`config.mk`:
```
export PLATFORM = sky130hd
export DESIGN_NAME = ram_overlay_flash_emulation
export DESIGN_NICKNAME = d
export VERILOG_FILES = /design/src/ram_overlay_pkg.sv /design/src/ram_overlay_flash_emulation.sv /design/src/overlay_decoder.sv
export VERILOG_INCLUDE_DIRS = /design/src /design/src/src
export SDC_FILE = /design/constraint.sdc
export NUM_CORES = 2
export LEC_CHECK = 0
export BUFFER_PORTS_ARGS = -buffer_cell sky130_fd_sc_hd__buf_2
export CORE_AREA = 2 2 523 525
export DETAILED_ROUTE_END_ITERATION = 8
export DIE_AREA = 0 0 525 527
export PLACE_DENSITY = 0.76
export RECOVER_POWER = 25
export SLEW_MARGIN = 40
export SYNTH_ARGS = -nofsm -noshare
export SYNTH_HDL_FRONTEND = slang
export SYNTH_HIERARCHICAL = 1
export SYNTH_SLANG_ARGS = --single-unit
export TNS_END_PERCENT = 50
```
`constraint.sdc`:
```
create_clock -name core_clk -period 3.9 [get_ports core_clk]
set_input_delay 0.78 -clock core_clk [delete_from_list [all_inputs] [get_ports core_clk]]
set_output_delay 0.78 -clock core_clk [all_outputs]
set_load 0.03 [all_outputs]
```
`src/ram_overlay_defs.svh`:
```
`ifndef RAM_OVERLAY_DEFS_SVH
`define RAM_OVERLAY_DEFS_SVH

// Address map of the core side.
`define RO_ADDR_W 24
`define RO_RAM_BASE 24'hfff000
`define RO_WIN_BASE 24'h01f000
`define RO_FLASH_TOP 24'h01ffff
`define RO_BLOCK_LSB 9
`define RO_RAM_BYTES 512

// Control register layout.
`define RO_CTRL_OFFSET 4'h0
`define RO_ERR_BIT 7
`define RO_RSVD_HI 6
`define RO_RSVD_LO 4
`define RO_RSVD_VAL 3'h7
`define RO_EN_BIT 3
`define RO_SEL_HI 2
`define RO_SEL_LO 0
`define RO_CTRL_RESET 4'h0

// Operating modes with on-chip flash enabled.
`define RO_MODE_A 3'h5
`define RO_MODE_B 3'h6
`define RO_MODE_C 3'h7

`endif

```
`src/ram_overlay_pkg.sv`:
```
package ram_overlay_pkg;
	typedef logic [23:0] addr_t;
	typedef enum logic [1:0] {
		ACC_IDLE = 2'b00,
		ACC_FLASH = 2'b01,
		ACC_DONE = 2'b10
	} acc_state_e;
endpackage

```
`src/ram_overlay_flash_emulation.sv`:
```
// Summary of operation
// [RQ1] With overlay on, RAM FFF000-FFF1FF answers in place of the selected flash window.
// [RQ2] Only control bits 3..0 steer the remap: one enable and a 3-bit select.
// [RQ3] Overlaid RAM stays reachable through its own address range as well.
// [RQ4] Enable 0 means no overlay; select n maps window 01F000 plus n times 200.
// [RQ5] Reset and hardware standby clear the error flag and the four control bits.
// [RQ6] Software standby leaves the error flag and control bits unchanged.
// [RQ7] Control bits are writable only in operating modes 5, 6 and 7.
// [RQ8] In other modes control bits read as zero and writes are ignored.
// [RQ9] Software clears the enable before really programming or erasing flash.
// [RQ10] Error during program or erase sets a sticky flag that blocks further program/erase.
// [RQ11] Reads and writes in the overlaid window go to RAM, never to flash.
//
// Decided for this implementation: the Avalon-MM slave port and the placing of the registers.
`timescale 1ns/1ps
`default_nettype none
`include "ram_overlay_defs.svh"
module ram_overlay_flash_emulation
	import ram_overlay_pkg::*;
#(
	parameter int RAM_DEPTH = `RO_RAM_BYTES
) (
	// Clock and reset.
	input wire logic core_clk,
	input wire logic resetn,
	// Chip state.
	input wire logic [2:0] opMode,
	input wire logic hwStandby,
	input wire logic swStandby,
	input wire logic flashBusy,
	input wire logic flashErrorCond,
	// Avalon-MM register slave.
	input wire logic [3:0] avs_address,
	input wire logic avs_read,
	input wire logic avs_write,
	input wire logic [31:0] avs_writedata,
	input wire logic [3:0] avs_byteenable,
	output logic [31:0] avs_readdata,
	output logic avs_waitrequest,
	// Core memory access.
	input wire addr_t cpuAddr,
	input wire logic cpuRead,
	input wire logic cpuWrite,
	input wire logic [7:0] cpuWdata,
	output logic [7:0] cpuRdata,
	output logic cpuAck,
	// Downstream flash access.
	output addr_t flashAddr,
	output logic flashRead,
	output logic flashWrite,
	output logic [7:0] flashWdata,
	input wire logic [7:0] flashRdata,
	input wire logic flashAck,
	// Flash status.
	output logic flashErrorFlag,
	output logic progEraseBlocked
);
	function automatic logic flashModeOk(input logic [2:0] m);
		flashModeOk = (m == `RO_MODE_A) || (m == `RO_MODE_B) || (m == `RO_MODE_C);
	endfunction

	logic [3:0] ctrl_reg, ctrl_next;
	logic err_reg, err_next;
	logic wait_reg, wait_next;
	logic [31:0] rdata_reg, rdata_next;
	logic modeOk, busDone, ctrlWrite;

	assign modeOk = flashModeOk(opMode);
	assign busDone = (avs_read || avs_write) && !wait_reg;
	assign ctrlWrite = busDone && avs_write && avs_address == `RO_CTRL_OFFSET && avs_byteenable[0];

	always_comb begin
		ctrl_next = ctrl_reg;
		err_next = err_reg;
		wait_next = 1'b1;
		rdata_next = rdata_reg;
		if ((avs_read || avs_write) && wait_reg) begin
			wait_next = 1'b0;
			rdata_next = 32'h00000000;
			if (avs_read && avs_address == `RO_CTRL_OFFSET) begin
				rdata_next[`RO_ERR_BIT] = err_reg;
				rdata_next[`RO_RSVD_HI:`RO_RSVD_LO] = `RO_RSVD_VAL;
				rdata_next[`RO_EN_BIT:`RO_SEL_LO] = modeOk ? ctrl_reg : 4'h0; // see [RQ8]
			end
		end
		if (ctrlWrite && modeOk) begin
			ctrl_next = avs_writedata[`RO_EN_BIT:`RO_SEL_LO]; // see [RQ7]
		end
		if (!modeOk) begin
			ctrl_next = `RO_CTRL_RESET; // see [RQ8]
		end
		// The flag is read-only; only a fault during program or erase sets it.
		if (flashErrorCond && flashBusy) begin
			err_next = 1'b1; // see [RQ10]
		end
		// Software standby has no term here, so state simply holds through it.
		if (hwStandby) begin
			ctrl_next = `RO_CTRL_RESET; // see [RQ5]
			err_next = 1'b0; // see [RQ5]
		end
	end

	always_ff @(posedge core_clk) begin
		if (!resetn) begin
			ctrl_reg <= `RO_CTRL_RESET;
			err_reg <= 1'b0;
			wait_reg <= 1'b1;
			rdata_reg <= 32'h00000000;
		end else begin
			ctrl_reg <= ctrl_next;
			err_reg <= err_next;
			wait_reg <= wait_next;
			rdata_reg <= rdata_next;
		end
	end

	assign avs_waitrequest = wait_reg;
	assign avs_readdata = rdata_reg;
	assign flashErrorFlag = err_reg;
	assign progEraseBlocked = err_reg; // see [RQ10]

	logic ramHit, overlayHit;
	logic [8:0] ramIndex;

	overlay_decoder u_dec (
		.addr(cpuAddr),
		.overlayEn(ctrl_reg[`RO_EN_BIT]), // see [RQ2]
		.windowSel(ctrl_reg[`RO_SEL_HI:`RO_SEL_LO]),
		.ramHit(ramHit),
		.overlayHit(overlayHit),
		.ramIndex(ramIndex)
	);

	// RAM array held in flip-flops; no reset, contents are software data.
	logic [7:0] ram_reg [RAM_DEPTH];
	logic ramWe;

	acc_state_e state_reg, state_next;
	logic [7:0] crd_reg, crd_next;
	logic ack_reg, ack_next;
	addr_t faddr_reg, faddr_next;
	logic frd_reg, frd_next, fwr_reg, fwr_next;
	logic [7:0] fwd_reg, fwd_next;

	always_comb begin
		state_next = state_reg;
		crd_next = crd_reg;
		ack_next = 1'b0;
		faddr_next = faddr_reg;
		frd_next = frd_reg;
		fwr_next = fwr_reg;
		fwd_next = fwd_reg;
		ramWe = 1'b0;
		case (state_reg)
			ACC_IDLE: begin
				if (cpuRead || cpuWrite) begin
					if (ramHit) begin
						// Overlaid window is served by RAM and flash sees nothing.
						ramWe = cpuWrite; // see [RQ11]
						crd_next = cpuRead ? ram_reg[ramIndex] : crd_reg; // see [RQ1]
						ack_next = 1'b1;
						state_next = ACC_DONE;
					end else begin
						faddr_next = cpuAddr;
						frd_next = cpuRead;
						fwr_next = cpuWrite;
						fwd_next = cpuWdata;
						state_next = ACC_FLASH;
					end
				end
			end
			ACC_FLASH: begin
				if (flashAck) begin
					frd_next = 1'b0;
					fwr_next = 1'b0;
					crd_next = frd_reg ? flashRdata : crd_reg;
					ack_next = 1'b1;
					state_next = ACC_DONE;
				end
			end
			ACC_DONE: begin
				// One idle cycle lets the core drop its request after the ack.
				state_next = ACC_IDLE;
			end
			default: begin
				state_next = ACC_IDLE;
			end
		endcase
	end

	always_ff @(posedge core_clk) begin
		if (!resetn) begin
			state_reg <= ACC_IDLE;
			crd_reg <= 8'h00;
			ack_reg <= 1'b0;
			faddr_reg <= 24'h000000;
			frd_reg <= 1'b0;
			fwr_reg <= 1'b0;
			fwd_reg <= 8'h00;
		end else begin
			state_reg <= state_next;
			crd_reg <= crd_next;
			ack_reg <= ack_next;
			faddr_reg <= faddr_next;
			frd_reg <= frd_next;
			fwr_reg <= fwr_next;
			fwd_reg <= fwd_next;
		end
	end

	always_ff @(posedge core_clk) begin
		if (ramWe) begin
			ram_reg[ramIndex] <= cpuWdata;
		end
	end

	assign cpuRdata = crd_reg;
	assign cpuAck = ack_reg;
	assign flashAddr = faddr_reg;
	assign flashRead = frd_reg;
	assign flashWrite = fwr_reg;
	assign flashWdata = fwd_reg;

	overlay_route_a: assert property (@(posedge core_clk) disable iff (!resetn) // see [RQ1]
		state_reg == ACC_IDLE && cpuRead && overlayHit |=> cpuAck && !flashRead)
		else $error("overlay read not served by RAM");

	ctrl_readback_a: assert property (@(posedge core_clk) disable iff (!resetn) // see [RQ2]
		avs_read && wait_reg && avs_address == `RO_CTRL_OFFSET && modeOk && !ctrlWrite
		|=> avs_readdata[`RO_EN_BIT:`RO_SEL_LO] == $past(ctrl_reg)
		&& avs_readdata[`RO_RSVD_HI:`RO_RSVD_LO] == `RO_RSVD_VAL)
		else $error("control readback wrong");

	ram_alias_a: assert property (@(posedge core_clk) disable iff (!resetn) // see [RQ3]
		state_reg == ACC_IDLE && (cpuRead || cpuWrite)
		&& (cpuAddr >> `RO_BLOCK_LSB) == (`RO_RAM_BASE >> `RO_BLOCK_LSB)
		|=> cpuAck ##1 state_reg == ACC_IDLE)
		else $error("original RAM range not served");

	no_overlay_a: assert property (@(posedge core_clk) disable iff (!resetn) // see [RQ4]
		!ctrl_reg[`RO_EN_BIT] && cpuAddr <= `RO_FLASH_TOP |-> !ramHit)
		else $error("overlay active while disabled");

	standby_clear_a: assert property (@(posedge core_clk) disable iff (!resetn) // see [RQ5]
		hwStandby |=> ctrl_reg == `RO_CTRL_RESET && !flashErrorFlag)
		else $error("hardware standby did not clear");

	soft_standby_a: assert property (@(posedge core_clk) disable iff (!resetn) // see [RQ6]
		swStandby && !hwStandby && !ctrlWrite && modeOk && !flashErrorCond
		|=> $stable(ctrl_reg) && $stable(flashErrorFlag))
		else $error("software standby changed state");

	mode_lock_a: assert property (@(posedge core_clk) disable iff (!resetn) // see [RQ8]
		!modeOk |=> ctrl_reg == `RO_CTRL_RESET)
		else $error("control bits alive outside flash modes");

	mode_write_a: assert property (@(posedge core_clk) disable iff (!resetn) // see [RQ7]
		ctrlWrite && modeOk && !hwStandby
		|=> ctrl_reg == $past(avs_writedata[`RO_EN_BIT:`RO_SEL_LO]))
		else $error("control write lost");

	error_sticky_a: assert property (@(posedge core_clk) disable iff (!resetn) // see [RQ10]
		((flashErrorCond && flashBusy) || flashErrorFlag) && !hwStandby
		|=> flashErrorFlag && progEraseBlocked)
		else $error("error flag not held");

	window_write_a: assert property (@(posedge core_clk) disable iff (!resetn) // see [RQ11]
		state_reg == ACC_IDLE && cpuWrite && overlayHit |=> !flashWrite [*2])
		else $error("overlay write leaked to flash");
endmodule
`default_nettype wire

```
`src/overlay_decoder.sv`:
```
`timescale 1ns/1ps
`default_nettype none
`include "ram_overlay_defs.svh"
module overlay_decoder
	import ram_overlay_pkg::*;
(
	// Access address.
	input wire addr_t addr,
	// Overlay setting in force.
	input wire logic overlayEn,
	input wire logic [2:0] windowSel,
	// Decode result.
	output logic ramHit,
	output logic overlayHit,
	output logic [8:0] ramIndex
);
	function automatic logic inBlock(input addr_t a, input addr_t base);
		inBlock = (a[`RO_ADDR_W-1:`RO_BLOCK_LSB] == base[`RO_ADDR_W-1:`RO_BLOCK_LSB]);
	endfunction

	addr_t windowBase;
	assign windowBase = `RO_WIN_BASE + (addr_t'(windowSel) << `RO_BLOCK_LSB);
	// The enable gates the window; select bits alone never map anything.
	assign overlayHit = overlayEn && inBlock(addr, windowBase); // see [RQ4]
	// The original RAM range always answers, overlay or not.
	assign ramHit = overlayHit || inBlock(addr, `RO_RAM_BASE); // see [RQ3]
	assign ramIndex = addr[`RO_BLOCK_LSB-1:0];
endmodule
`default_nettype wire

```
==> metrics.md <==
| Metric | Value |
|---|---|
| Final WL | 502.4 mm |
| Logic pwr share | 0.058 |
| CP Launch Type | primary input |
| Crit. End Element | flip-flop |
| Pins over their slew limit | roughly 1400 |
| Worst r2r path cells | 11 |
| Cell area after synthesis | approximately 160000 um^2 |
| DRC Markers | 0 |
| Fin Setup TNS | 0 ns |
| DR vias/cell | around 6.9 |
| Ys Warns | 6 |
| Port bufs | between 100 and 150 |
| Crit share post-route | 0.9890 |
| Met1 Usage GRT | 0.4759 |
| Total power | between 90 and 100 mW |
| # IOs | 172 |
| Min-Delay Path Class | in2reg |
| Critical Path RT | ~4.7 ns |
| Vias in the first global route | between 90000 and 100k |
| Initial antenna violation count | 19 |
| Row Count | between 150 and 200 |
| Placeable Area | approximately 270000 um^2 |
| Starting Density | 0.5949 |
| H-tree depth | 5 |
| Minimum clock period | approximately 3.9 ns |
| Largest net degree at the start of global routing | 160 |
| Violated checks | capacitance limit, slew limit |
| Clock Power Share | 0.415 |
| Post-DR wirelength/cell | approximately 37 um |
| Status | finished with violations |
| Worst r2r src | ram_reg[190][5] |
| Hold_buf cts | 0 |
| Tot GR Track Use | 0.3619 |
| Mean post-synth cell area | roughly 21 um^2 |
| Pint | approximately 73 mW |
| Final Hold Viols | 0 |
| Clock Sinks | about 4200 |
| Worst-path clk slew | about 0.06 ns |
| Antenna viol nets, final | 0 |
| Worst Tran Pin Value | approximately 3.6 ns |
| Placed Cells | about 13000 |
| Gr ovfl total | 0 |
| HPWL after detailed placement | roughly 330 mm |
| Layout cells sized above 1 | 0.3491 |
| Clock Skews | about 0.053 ns |
| Reg2reg setup slack | 0.16 ns |
| Met2 Use GR | 0.5469 |
| Max Clk Rate | 259.3 MHz |
| First-pass GRT wire length | around 700 mm |
| CTS buffer count | around 400 |
| Max reg flops | around 4100 |
| Via count | roughly 93000 |
| Setup Crit Path Kind | in2reg |
| Gp weighted congestion | 1.069 |
| Die span in x | approximately 530 um |
| Part of the power in registers | 0.527 |
| Area grow syn2layout | 18.86% |
| Skew-Pair Late Insertion Delay | around 1.0 ns |
| Root buf cell | clkbuf_16 |
| Cells after Synth | 7803 |
| RR Endpoint | cpuRdata[5] |
| Final design utilization | 0.7072 |
| DR iter-0 viols | approximately 16000 |
| Crit path arrival time | 4.69 ns |
| Die Y | roughly 530 um |
| CTS tree | built |
| Max clock buf depth | 4 |
| Leakage power | 64.27 nW |
| Drt pass-1 iters | 7 |
| Nets | between 9000 and 10000 |
| Number of max-cap violations | 20 |
| Worst-path fanout max | 14 |
| GR met3 Demand/Resource | 0.1060 |
| Max_slew headroom | -1.402 |
| CP Launch Point | cpuAddr[0] |
| Crit path capture | cpuRdata[3] |
| Final Non-Filler Cells | between 10000 and 15000 |
| Peak VDD IR | slightly below 500 uV |
| Sw Share | 0.2203 |
| Die ar. | ~280000 um^2 |
| Final number of setup-violating endpoints | 0 |
| RSZ-0062 raised after global routing | no |
| Switching pwr | 20.50 mW |
| GRT busiest layer | met2 |
| Power Density | between 400 and 500 nW/um^2 |
-- worst min-delay path by stage --
stage                             start        endpoint  slack [ns]  depth (start not counted)
after floorplan             ctrl_reg[3]     ctrl_reg[3]        0.48                          2
after global placement    flashAddr[10]   flashAddr[10]        0.45                          2
after detailed placement  flashWdata[0]   flashWdata[0]        0.46                          2
after CTS                     hwStandby  flashErrorFlag       0.006                          2
after global routing          hwStandby  flashErrorFlag        0.01                          2
final                         hwStandby  flashErrorFlag        0.04                          2
-- area by class of cell --
class	instances	area, um^2
Antenna cell	12	30.03
Clock buffer	478	10480
Clock inverter	258	2505
Fill cell	15330	79570
Inverter	4	25.02
Multi-Input combinational cell	3147	35070
Sequential cell	4153	124100
Tap cell	3589	4491
Timing Repair Buffer	1815	15400
-- critical path, stage by stage --
cell	delay [ns]
buf_12	0.16
buf_12	0.21
buf_12	0.20
buf_4	0.25
buf_4	0.19
mux4_2	0.51
mux2i_1	0.25
o22ai_1	0.18
o21ai_1	0.36
buf_4	0.19
nand4_1	0.29
buf_4	0.28
nor4_4	0.47
buf_4	0.21
o22ai_1	0.08
-- power groups by stage --
stage / sequential (mW) / combinational [mW] / clock, mW
floorplan: 50.1 / 2.28 / 0
global placement: 50.0 / 5.07 / 0
detailed placement: 50.0 / 5.19 / 0
CTS: 49.0 / 5.24 / 38.7
global route: 49.1 / 5.45 / 40.4
finish: 49.1 / 5.36 / 38.6
-- placed cells by master, fill, tap and decap left out, types with 12 or more instances in the layout --
cell type,instances
a211oi_1,15
a21boi_0,36
a21oi_1,53
a221oi_1,22
a22o_1,18
a22oi_1,130
a31oi_1,34
a32oi_1,23
and3_1,22
buf_12,167
buf_2,101
buf_4,1505
bufinv_16,34
clkbuf_1,79
clkbuf_16,407
clkbuf_2,28
clkinv_1,84
clkinv_2,82
clkinvlp_4,25
conb_1,24
dfxtp_1,57
diode_2,12
edfxtp_1,4096
mux2_2,14
mux2i_1,304
mux4_2,973
nand2_1,329
nand2_4,16
nand3_1,105
nand4_1,37
nor2_1,587
nor2b_1,18
nor3_1,30
nor4_1,14
o2111ai_1,15
o211ai_1,31
o21ai_0,60
o22ai_1,59
-- through the flow --
| step | hold slack (ns) | area [um^2] | setup WS [ns] |
|---|---|---|---|
| 3_5_place_dp | 0.4561 | 179400 | -1.128 |
| 6_report | 0.03864 | 192100 | 0.04298 |
| 3_3_place_gp | 0.4467 | 179400 | -1.490 |
| 4_1_cts | 0.006086 | 192400 | 0.001570 |
| 5_1_grt | 0.01298 | 192100 | 0.06175 |
| 2_1_floorplan | 0.4756 | 161700 | 0.3067 |
-- metal layers --
| layer | vias up | share of wire |
|---|---|---|
| li1 | 35730 | - |
| met1 | 47870 | 0.34 |
| met2 | 7971 | 0.45 |
| met3 | 1454 | 0.14 |
| met4 | 14 | 0.072 |
| met5 | - | 0.00019 |
-- repair_timing --
action | in CTS | in global routing
setup buffers | 0 | 0
setup endpoints to repair | 2 | 1
gates resized for setup | 2 | 1
Note: power is estimated with default switching activity, not from simulation.
